==> src/hw/pmc_pkg.sv <==
// Constants and types for the power management capability register bank.
// Assumes a 32-bit AXI4-Lite slave port with a 12-bit byte address.
package pmc_pkg;

    // Bus widths
    localparam int PMC_ADDR_W = 12;
    localparam int PMC_DATA_W = 32;

    // Register byte offsets
    localparam logic [11:0] PMC_OFF_CAP = 12'h0F0;  // pm_capabilities
    localparam logic [11:0] PMC_OFF_CSR = 12'h0F4;  // pm_control_status
    localparam logic [11:0] PMC_OFF_LOCK = 12'h100;  // pm_lock_control

    // Capabilities word fields
    localparam int PMC_CAP_ID_LSB = 0;
    localparam logic [7:0] PMC_CAP_ID_VAL = 8'h01;
    localparam int PMC_NEXT_PTR_LSB = 8;
    localparam logic [7:0] PMC_NEXT_PTR_VAL = 8'h00;
    localparam int PMC_REV_LSB = 16;
    localparam logic [2:0] PMC_REV_VAL = 3'h2;
    localparam int PMC_SPECIAL_INIT_BIT = 21;
    localparam logic PMC_SPECIAL_INIT_RST = 1'b0;

    // Control/status word fields
    localparam int PMC_PWR_STATE_LSB = 0;
    localparam logic [1:0] PMC_PWR_STATE_D0 = 2'h0;
    localparam logic [1:0] PMC_PWR_STATE_D3HOT = 2'h3;
    localparam logic [1:0] PMC_PWR_STATE_RST = 2'h0;

    // Lock control word fields
    localparam int PMC_UNLOCK_BIT = 0;
    localparam logic PMC_UNLOCK_RST = 1'b0;

    // Byte lanes holding writable fields
    localparam int PMC_LANE_PWR_STATE = 0;
    localparam int PMC_LANE_SPECIAL = 2;
    localparam int PMC_LANE_UNLOCK = 0;

    // Bus response codes
    localparam logic [1:0] PMC_RESP_OKAY = 2'h0;
    localparam logic [1:0] PMC_RESP_SLVERR = 2'h2;

    // Register selected by an address
    typedef enum logic [3:0] {
        PMC_SEL_NONE = 4'b0001,
        PMC_SEL_CAP = 4'b0010,
        PMC_SEL_CSR = 4'b0100,
        PMC_SEL_LOCK = 4'b1000
    } pmc_sel_e;

    // Whole state of the bank
    typedef struct packed {
        logic aw_have;
        logic [11:0] aw_addr;
        logic w_have;
        logic [31:0] w_data;
        logic [3:0] w_strb;
        logic b_valid;
        logic [1:0] b_resp;
        logic r_valid;
        logic [31:0] r_data;
        logic [1:0] r_resp;
        pmc_sel_e r_sel;
        logic [1:0] pwr_state;
        logic special_init;
        logic unlock;
    } pmc_state_s;

endpackage : pmc_pkg

==> src/hw/pmc_bank.sv <==
// Power management capability bank: capability word, control/status word
// and a lock word, reached over an AXI4-Lite slave port.
// Assumes one clock, a synchronous active-low reset and a well-behaved
// AXI4-Lite master with at most one write and one read in flight.
`timescale 1ns/100ps

// Functional notes
// - Capability identifier reads fixed 0x1
// - Next capability pointer reads fixed 0x0
// - Revision field reads fixed 0x2
// - Event clock, bus state, bus power bits zero
// - Special init bit resets zero, lock-gated writes
// - Aux current field reads zero, ignores writes
// - Event support field reads zero
// - Power state readable, writable: D0 or D3hot
// - Event enable bit hard-wired zero
// - Data select and scale fields read zero
// - Event status bit hard-wired zero
// - Optional data byte reads zero
module pmc_bank
    import pmc_pkg::*;
(
    // Clock and reset
    input wire logic aclk,
    input wire logic aresetn,
    // Write address channel
    input wire logic [11:0] s_axi_awaddr,
    input wire logic s_axi_awvalid,
    output logic s_axi_awready,
    // Write data channel
    input wire logic [31:0] s_axi_wdata,
    input wire logic [3:0] s_axi_wstrb,
    input wire logic s_axi_wvalid,
    output logic s_axi_wready,
    // Write response channel
    output logic [1:0] s_axi_bresp,
    output logic s_axi_bvalid,
    input wire logic s_axi_bready,
    // Read address channel
    input wire logic [11:0] s_axi_araddr,
    input wire logic s_axi_arvalid,
    output logic s_axi_arready,
    // Read data channel
    output logic [31:0] s_axi_rdata,
    output logic [1:0] s_axi_rresp,
    output logic s_axi_rvalid,
    input wire logic s_axi_rready,
    // Function power state towards the endpoint core
    output logic [1:0] power_state
);

    // Word-aligned address decode, shared by reads and writes
    function automatic pmc_sel_e pmc_decode(input logic [11:0] addr);
        pmc_decode = PMC_SEL_NONE;
        if (addr[11:2] == PMC_OFF_CAP[11:2]) begin
            pmc_decode = PMC_SEL_CAP;
        end else if (addr[11:2] == PMC_OFF_CSR[11:2]) begin
            pmc_decode = PMC_SEL_CSR;
        end else if (addr[11:2] == PMC_OFF_LOCK[11:2]) begin
            pmc_decode = PMC_SEL_LOCK;
        end
    endfunction : pmc_decode

    // Read value of a register; every unlisted bit is zero
    function automatic logic [31:0] pmc_read_word(input pmc_sel_e sel,
                                                  input pmc_state_s st);
        // Start from all zero so every reserved bit and every fixed field not set below reads zero
        pmc_read_word = '0;
        unique case (sel)
            PMC_SEL_CAP: begin
                pmc_read_word[PMC_CAP_ID_LSB +: 8] = PMC_CAP_ID_VAL;
                pmc_read_word[PMC_NEXT_PTR_LSB +: 8] = PMC_NEXT_PTR_VAL;
                pmc_read_word[PMC_REV_LSB +: 3] = PMC_REV_VAL;
                // Event clock, aux current, D1/D2, event support stay zero
                pmc_read_word[PMC_SPECIAL_INIT_BIT] = st.special_init;
            end
            PMC_SEL_CSR: begin
                // Only the state field is live; upper bits stay zero
                pmc_read_word[PMC_PWR_STATE_LSB +: 2] = st.pwr_state;
            end
            PMC_SEL_LOCK: begin
                pmc_read_word[PMC_UNLOCK_BIT] = st.unlock;
            end
            PMC_SEL_NONE: begin
                pmc_read_word = '0;
            end
        endcase
    endfunction : pmc_read_word

    // State register and its next value
    pmc_state_s st_q;
    pmc_state_s st_d;

    // Channel handshakes in this cycle
    logic aw_take;
    logic w_take;
    logic ar_take;
    // Effective write request, whether held or arriving now
    logic [11:0] wr_addr;
    logic [31:0] wr_data;
    logic [3:0] wr_strb;
    logic wr_fire;
    pmc_sel_e wr_sel;
    pmc_sel_e rd_sel;

    // Ready stalls while a request is parked or a response is pending
    assign s_axi_awready = !st_q.aw_have && !st_q.b_valid;
    assign s_axi_wready = !st_q.w_have && !st_q.b_valid;
    assign s_axi_arready = !st_q.r_valid;

    assign aw_take = s_axi_awvalid && s_axi_awready;
    assign w_take = s_axi_wvalid && s_axi_wready;
    assign ar_take = s_axi_arvalid && s_axi_arready;

    // Address and data may come in either order
    assign wr_addr = st_q.aw_have ? st_q.aw_addr : s_axi_awaddr;
    assign wr_data = st_q.w_have ? st_q.w_data : s_axi_wdata;
    assign wr_strb = st_q.w_have ? st_q.w_strb : s_axi_wstrb;
    assign wr_fire = (st_q.aw_have || aw_take) && (st_q.w_have || w_take);
    assign wr_sel = pmc_decode(wr_addr);
    assign rd_sel = pmc_decode(s_axi_araddr);

    // Next-state logic for bus channels and register fields
    always_comb begin
        st_d = st_q;
        // Park an early address or data beat
        if (aw_take) begin
            st_d.aw_have = 1'b1;
            st_d.aw_addr = s_axi_awaddr;
        end
        if (w_take) begin
            st_d.w_have = 1'b1;
            st_d.w_data = s_axi_wdata;
            st_d.w_strb = s_axi_wstrb;
        end
        // Retire a delivered write response
        if (st_q.b_valid && s_axi_bready) begin
            st_d.b_valid = 1'b0;
        end
        // Commit a complete write; fixed fields have no storage at all
        if (wr_fire) begin
            st_d.aw_have = 1'b0;
            st_d.w_have = 1'b0;
            st_d.b_valid = 1'b1;
            st_d.b_resp = PMC_RESP_OKAY;
            unique case (wr_sel)
                PMC_SEL_CAP: begin
                    // Special init bit only moves while unlocked
                    if (wr_strb[PMC_LANE_SPECIAL] && st_q.unlock) begin
                        st_d.special_init = wr_data[PMC_SPECIAL_INIT_BIT];
                    end
                end
                PMC_SEL_CSR: begin
                    // D1/D2 codes are dropped so the core never sees them
                    if (wr_strb[PMC_LANE_PWR_STATE]) begin
                        if (wr_data[PMC_PWR_STATE_LSB +: 2] == PMC_PWR_STATE_D0 ||
                            wr_data[PMC_PWR_STATE_LSB +: 2] == PMC_PWR_STATE_D3HOT) begin
                            st_d.pwr_state = wr_data[PMC_PWR_STATE_LSB +: 2];
                        end
                    end
                end
                PMC_SEL_LOCK: begin
                    if (wr_strb[PMC_LANE_UNLOCK]) begin
                        st_d.unlock = wr_data[PMC_UNLOCK_BIT];
                    end
                end
                PMC_SEL_NONE: begin
                    // Unmapped write: nothing stored, error answered
                    st_d.b_resp = PMC_RESP_SLVERR;
                end
            endcase
        end
        // Read: capture the word once, hold it until taken
        if (ar_take) begin
            st_d.r_valid = 1'b1;
            st_d.r_sel = rd_sel;
            st_d.r_data = pmc_read_word(rd_sel, st_q);
            st_d.r_resp = (rd_sel == PMC_SEL_NONE) ? PMC_RESP_SLVERR : PMC_RESP_OKAY;
        end else if (st_q.r_valid && s_axi_rready) begin
            st_d.r_valid = 1'b0;
        end
    end

    // State register with synchronous reset
    always_ff @(posedge aclk) begin
        if (!aresetn) begin
            st_q <= '0;
            st_q.r_sel <= PMC_SEL_NONE;
            st_q.pwr_state <= PMC_PWR_STATE_RST;
            st_q.special_init <= PMC_SPECIAL_INIT_RST;
            st_q.unlock <= PMC_UNLOCK_RST;
        end else begin
            st_q <= st_d;
        end
    end

    // Outputs straight from flops
    assign s_axi_bvalid = st_q.b_valid;
    assign s_axi_bresp = st_q.b_resp;
    assign s_axi_rvalid = st_q.r_valid;
    assign s_axi_rdata = st_q.r_data;
    assign s_axi_rresp = st_q.r_resp;
    assign power_state = st_q.pwr_state;

    // Helpers naming a committed write per target
    logic csr_write;
    logic cap_write;
    assign csr_write = wr_fire && wr_sel == PMC_SEL_CSR && wr_strb[PMC_LANE_PWR_STATE];
    assign cap_write = wr_fire && wr_sel == PMC_SEL_CAP && wr_strb[PMC_LANE_SPECIAL];
endmodule : pmc_bank

==> config.mk <==
export PLATFORM = sky130hd
export DESIGN_NAME = pmc_bank
export DESIGN_NICKNAME = d
export VERILOG_FILES = /design/src/hw/pmc_pkg.sv /design/src/hw/pmc_bank.sv
export SDC_FILE = /design/constraint.sdc
export NUM_CORES = 1
export LEC_CHECK = 0
export ABC_AREA = 1
export BUFFER_PORTS_ARGS = -buffer_cell sky130_fd_sc_hd__buf_2
export CORE_UTILIZATION = 45
export CTS_BUF_LIST = sky130_fd_sc_hd__clkbuf_4
export DETAILED_ROUTE_END_ITERATION = 8
export GPL_TIMING_DRIVEN = 0
export PLACE_DENSITY = 0.83
export SYNTH_ARGS = -nofsm -noshare
export SYNTH_HDL_FRONTEND = slang
export SYNTH_SLANG_ARGS = --single-unit
==> constraint.sdc <==
create_clock -name aclk -period 1.9 [get_ports aclk]
set_clock_uncertainty 0.2 [all_clocks]
set_input_delay 0.38 -clock aclk [delete_from_list [all_inputs] [get_ports aclk]]
set_output_delay 0.38 -clock aclk [all_outputs]
set_load 0.1 [all_outputs]
**Word level (Yosys, flattened, before mapping)**

Index checks and enable logic that the tools add are counted.
W data, S select, Z words.

- Register bits after elaboration: 69
- Input port bits: 67
- Output and inout bits: 43
- Word-level logic and storage cells: 71

- Equal/unequal tests: 15
- Multiplexer cells: 19
- Bitwise gates (word level): 1
- Reductions and logical operators: 23

Operators with widths:

| kind | number |
|---|---|
| $eq A10 B6 Y1 const B | 4 |
| $mux W4 | 6 |
| $mux W22 | 1 |
| $eq A10 B7 Y1 const B | 2 |
| $mux W16 | 1 |
| $mux W12 | 1 |
| $logic_and A1 B1 Y1 | 9 |
| $eq A4 B1 Y1 const B | 2 |
| $eq A4 B2 Y1 const B | 2 |
| $eq A4 B3 Y1 const B | 2 |
| $eq A4 B4 Y1 const B | 2 |
| $mux W3 | 2 |
| $reduce_and A3 Y1 | 2 |
| $mux W1 | 5 |
| $logic_not A1 Y1 | 4 |
| $mux W2 | 2 |
| $pmux W1 S4 | 1 |
| $reduce_and A4 Y1 | 1 |
| $reduce_bool A2 Y1 | 2 |
| $logic_or A1 B1 Y1 | 3 |
| $eq A2 B2 Y1 const B | 1 |
| $logic_not A2 Y1 | 1 |
| $reduce_or A2 Y1 | 1 |
| $not A1 Y1 | 1 |

**Logic depth before layout (Yosys ltp)**

- Depth in word-level cells: 8
- Gate-level depth with buffers: 11
- Mapped depth without buffers: 10

**Worst setup path after synthesis**

No wires, ideal clock.

- Kind: reg2reg
- From: register st_q (netlist bit s_axi_bvalid)
- To: register st_q (netlist bit power_state[0])
- Setup time: 0.113 ns
- Arrival: 2.573 ns
- Required time: 1.587 ns
- Slack: -0.985 ns
- Cell stages (with the launch flop): 11
- Buffers on the path: 0
- Period minus slack after synthesis: 2.885 ns
- Path through: dfxtp_1 nor2_2 nand2_2 nand2_2 nand2_2 nor2_2 nand2_1 nor2_4 nand2_1 nand2_1 nor2_1

- Word-level cells in the longest chain between the ends: 6
- Elaborated cells on any way between the ends: 9
- Classes of those cells: 9 x reduce/logical

RTL lines:

| what | line | source |
|---|---|---|
| start, declared | pmc_bank.sv:91 | `pmc_state_s st_q;` |
| start signal, assigned | pmc_bank.sv:193 | `st_q <= st_d;` |
| $logic_not A1 Y1 | pmc_bank.sv:108 | `assign s_axi_wready = !st_q.w_have && !st_q.b_valid;` |
| $logic_and A1 B1 Y1 | pmc_bank.sv:108 |  |
| net s_axi_wready | pmc_bank.sv:34 | `output logic s_axi_wready,` |
| $logic_and A1 B1 Y1 | pmc_bank.sv:112 | `assign w_take = s_axi_wvalid && s_axi_wready;` |
| $logic_or A1 B1 Y1 | pmc_bank.sv:119 | `assign wr_fire = (st_q.aw_have \|\| aw_take) && (st_q.w_have \|\| w_take);` |
| $logic_and A1 B1 Y1 | pmc_bank.sv:119 |  |
| $reduce_and A4 Y1 (no source line) | n/a |  |

The timed path passes the listed nets, and every way through them passes these cells.
A chain may end at the register's enable or synchronous reset.

**Worst setup path in the final report**

- From: register st_q[95] (netlist name)
- To: output s_axi_awready

- Word-level cells in the longest chain between the ends: 2

RTL lines:

| what | line | source |
|---|---|---|
| $logic_not A1 Y1 | pmc_bank.sv:107 | `assign s_axi_awready = !st_q.aw_have && !st_q.b_valid;` |
| $logic_and A1 B1 Y1 | pmc_bank.sv:107 |  |
| end, declared | pmc_bank.sv:29 | `output logic s_axi_awready,` |

No other way between the ends.

==> flow_metrics.env <==
export IMPL_hold_class="in -> reg"
export IMPL_antenna_cells=0
export IMPL_clockBufferDepth=2
export IMPL_hold_slack_ns=0.107
export IMPL_fillers=366
export IMPL_grt_max_degree=11
export IMPL_p_per_area_mw_per_mm2=928
export IMPL_wl_per_cell_um=9.00
export IMPL_cts_root_buf="clkbuf_4"
export IMPL_ios=110
export IMPL_slew_violations=0
export IMPL_drc_errors=0
export IMPL_p_comb_share_pct=48.0
export IMPL_outcome="finished clean"
export IMPL_grt_pass1_vias=1453
export IMPL_layoutNonFillerInstCount=396
export IMPL_required_ns=1.32
export IMPL_p_leak_nw=1.19
export IMPL_crit_path_start="st_q[95]"
export IMPL_rows=22
export IMPL_worstSetupStartpointType="register"
export IMPL_drive_above_1_share_pct=36.5
export IMPL_yosys_warnings=0
export IMPL_syn_inst=267
export IMPL_grt_pass1_wl_um=5890
export IMPL_fp_dieW_um=65.4
export IMPL_end_kind="output pin"
export IMPL_fin_crit_ns=1.80
export IMPL_path_delay_family="flip-flops"
export IMPL_synth_cell_types=26
export IMPL_syn_cell_area_mm2=0.00181
export IMPL_cts_sinks=29
export IMPL_critical_path_cell_chain="nor2_4 > buf_4"
export IMPL_grt_overflow_total=0
export IMPL_fin_crit_sh_pct=94.9
export IMPL_gp_congestion=0.875
export IMPL_design_area_mm2=0.00228
export IMPL_most_common_layout_cells="47 x nand2_1, 43 x buf_2, 41 x buf_4"
export IMPL_grt_usage_pct=18.1
export IMPL_crit_path_end="s_axi_awready"
export IMPL_die_y_um=65.4
export IMPL_hpwl_um=2820
export IMPL_fmax_ghz=0.555
export IMPL_total_power_w=0.00212
export IMPL_critPathSlowestCell="dfxtp_2"
export IMPL_vias_per_cell=4.33
export IMPL_drtIter0Drc=74
export IMPL_path_class="reg -> out"
export IMPL_core_area_mm2=0.00377
export IMPL_fp_dieArea_mm2=0.00428
export IMPL_cts_buffers=5
export IMPL_pwr_share_clk_pct=17.8
export IMPL_layout_commonest_cell="nand2_1"
export IMPL_p_sw_w=0.00103
export IMPL_crit_buf_inv=1
export IMPL_dp_cells=388
export IMPL_cts_hold_buf=0
export IMPL_clock_latency_ns=0.32
export IMPL_place_area_mm2=0.00222
export IMPL_drtAntennaViolNets=0
export IMPL_ff2ff_setup_slack_ns=0.17
export IMPL_route_final_wire_length_um=3560
export IMPL_rsz0062_at_grt="no"
export IMPL_hold_violations=0
export IMPL_ff2ff_path_depth=10
export IMPL_syn_avg_cell_area_um2=6.78
export IMPL_peakVddDrop_v=0.000740
export IMPL_postSynthRegisterBits=29
export IMPL_first_pass_iters=4
export IMPL_r2r_end="power_state[1]"
export IMPL_switching_share_pct=48.4
export IMPL_setup_viol_count_final=0
export IMPL_cts_tree="done"
export IMPL_portBuffers=44
export IMPL_critPathArrivalTime_ns=1.22
export IMPL_vias=1715
export IMPL_crit_cells=2
export IMPL_cp_slowest_stage_delay_ns=0.37
export IMPL_post_cts_buffers=0
export IMPL_maxCapViolations=0
export IMPL_worstReg2RegStart="st_q[95]"
export IMPL_intPower_w=0.00109
export IMPL_nets=414
export IMPL_cp_max_fo=7
export IMPL_htreeDepth=2
export IMPL_antenna_found_initial=0
export IMPL_path_clk_slew_ns=0.09
export IMPL_synth_seq_area_share_pct=32.1
export IMPL_start_util_pct=48.0
export IMPL_syn2layout_area_growth_pct=26.1
export IMPL_p_seq_share_pct=34.2
export IMPL_fin_setup_tns_ns=0
-- worst min-delay path by stage --
stage,from,end,slack [ns],cells after the start
2_1_floorplan,st_q[71],st_q[71],0.23,2
5_1_grt,s_axi_bready,s_axi_bvalid,0.11,4
3_3_place_gp,st_q[71],st_q[71],0.24,2
6_report,s_axi_bready,s_axi_bvalid,0.11,4
3_5_place_dp,st_q[71],st_q[71],0.25,2
4_1_cts,s_axi_bready,s_axi_bvalid,0.10,4
-- worst min-delay path: cells and delay by family --
kind / cells / cell delay, ns
buffers and inverters: 2 / 0.10
and+or+nand+nor: 1 / 0.05
AOI/OAI and AO/OA: 1 / 0.06
-- stage by stage --
stage / setup slack, ns / utilization (%)
2_1_floorplan: -0.244 / -
3_3_place_gp: 0.164 / 58.9
3_5_place_dp: 0.153 / 58.9
4_1_cts: 0.0426 / 60.5
5_1_grt: 0.0330 / 60.5
6_report: 0.0971 / 60.5
-- sequential cells by signal (all words and copies together) (netlist names) --
| name | cells |
|---|---|
| power_state | 2 |
| s_axi_bresp | 1 |
| s_axi_bvalid | 1 |
| s_axi_rdata | 4 |
| s_axi_rresp | 1 |
| s_axi_rvalid | 1 |
| st_q | 19 |
-- cells by family after synthesis --
group	after synthesis	share of synthesized area, %
other	1	0.207
AOI/OAI and AO/OA	43	12.4
DFF	29	32.1
buffers and inverters	69	22.9
xor gates and xnor gates	1	0.484
and+or+nand+nor	124	31.9
-- metal layers --
| layer | up-vias | global-route usage, % | wire, um |
|---|---|---|---|
| li1 | 925 | - | - |
| met1 | 735 | 21.1 | 1590 |
| met2 | 53 | 30.2 | 1750 |
| met3 | 2 | 6.42 | 194 |
| met4 | 0 | 7.07 | 33 |
| met5 | - | 0 | 0 |
-- synthesized netlist by cell type --
library cell,n,area [um2]
nand2_1,49,184
buf_4,39,293
nor2_1,38,143
dfxtp_1,29,581
inv_1,24,90.1
o21ai_0,21,105
a21oi_1,17,85.1
nand2_2,17,106
nand3_1,5,25.0
nor2_4,4,45.0
nor2_2,3,18.8
nor3_1,3,15.0
clkbuf_1,2,7.51
inv_2,2,7.51
nand3_2,2,20.0
nand4_1,2,12.5
a21boi_0,1,7.51
a31oi_1,1,6.26
buf_2,1,5.00
buf_6,1,11.3
conb_1,1,3.75
nand3b_1,1,7.51
o21a_1,1,7.51
o21ai_1,1,5.00
o21ai_2,1,8.76
xnor2_1,1,8.76
-- layout make-up --
cell class                 count  area (um2)  area share (%)
buffer                        43         317            13.9
clock buffer                   7        52.6            2.30
inverter                      26         101            4.44
timing repair buffer          44         225            9.87
sequential                    29         589            25.8
multi-input combinational    198         933            40.9
tap                           48        60.1            2.63
clock inverter                 1        3.75           0.164
-- power groups by stage --
stage / registers [W] / logic, W / clock network, W
global placement: 0.000734 / 0.000995 / 0
detailed placement: 0.000736 / 0.00101 / 0
global route: 0.000730 / 0.00109 / 0.000424
CTS: 0.000722 / 0.00102 / 0.000381
finish: 0.000724 / 0.00102 / 0.000377
floorplan: 0.000765 / 0.000840 / 0
-- repair_timing --
action | 4_1_cts | 5_1_grt
gates resized for setup | 2 | 1
setup endpoints to repair | 2 | 2
cloned | 0 | 0
endpoints found under the hold margin | 0 | 0
Power figures use the tool's default switching activity.
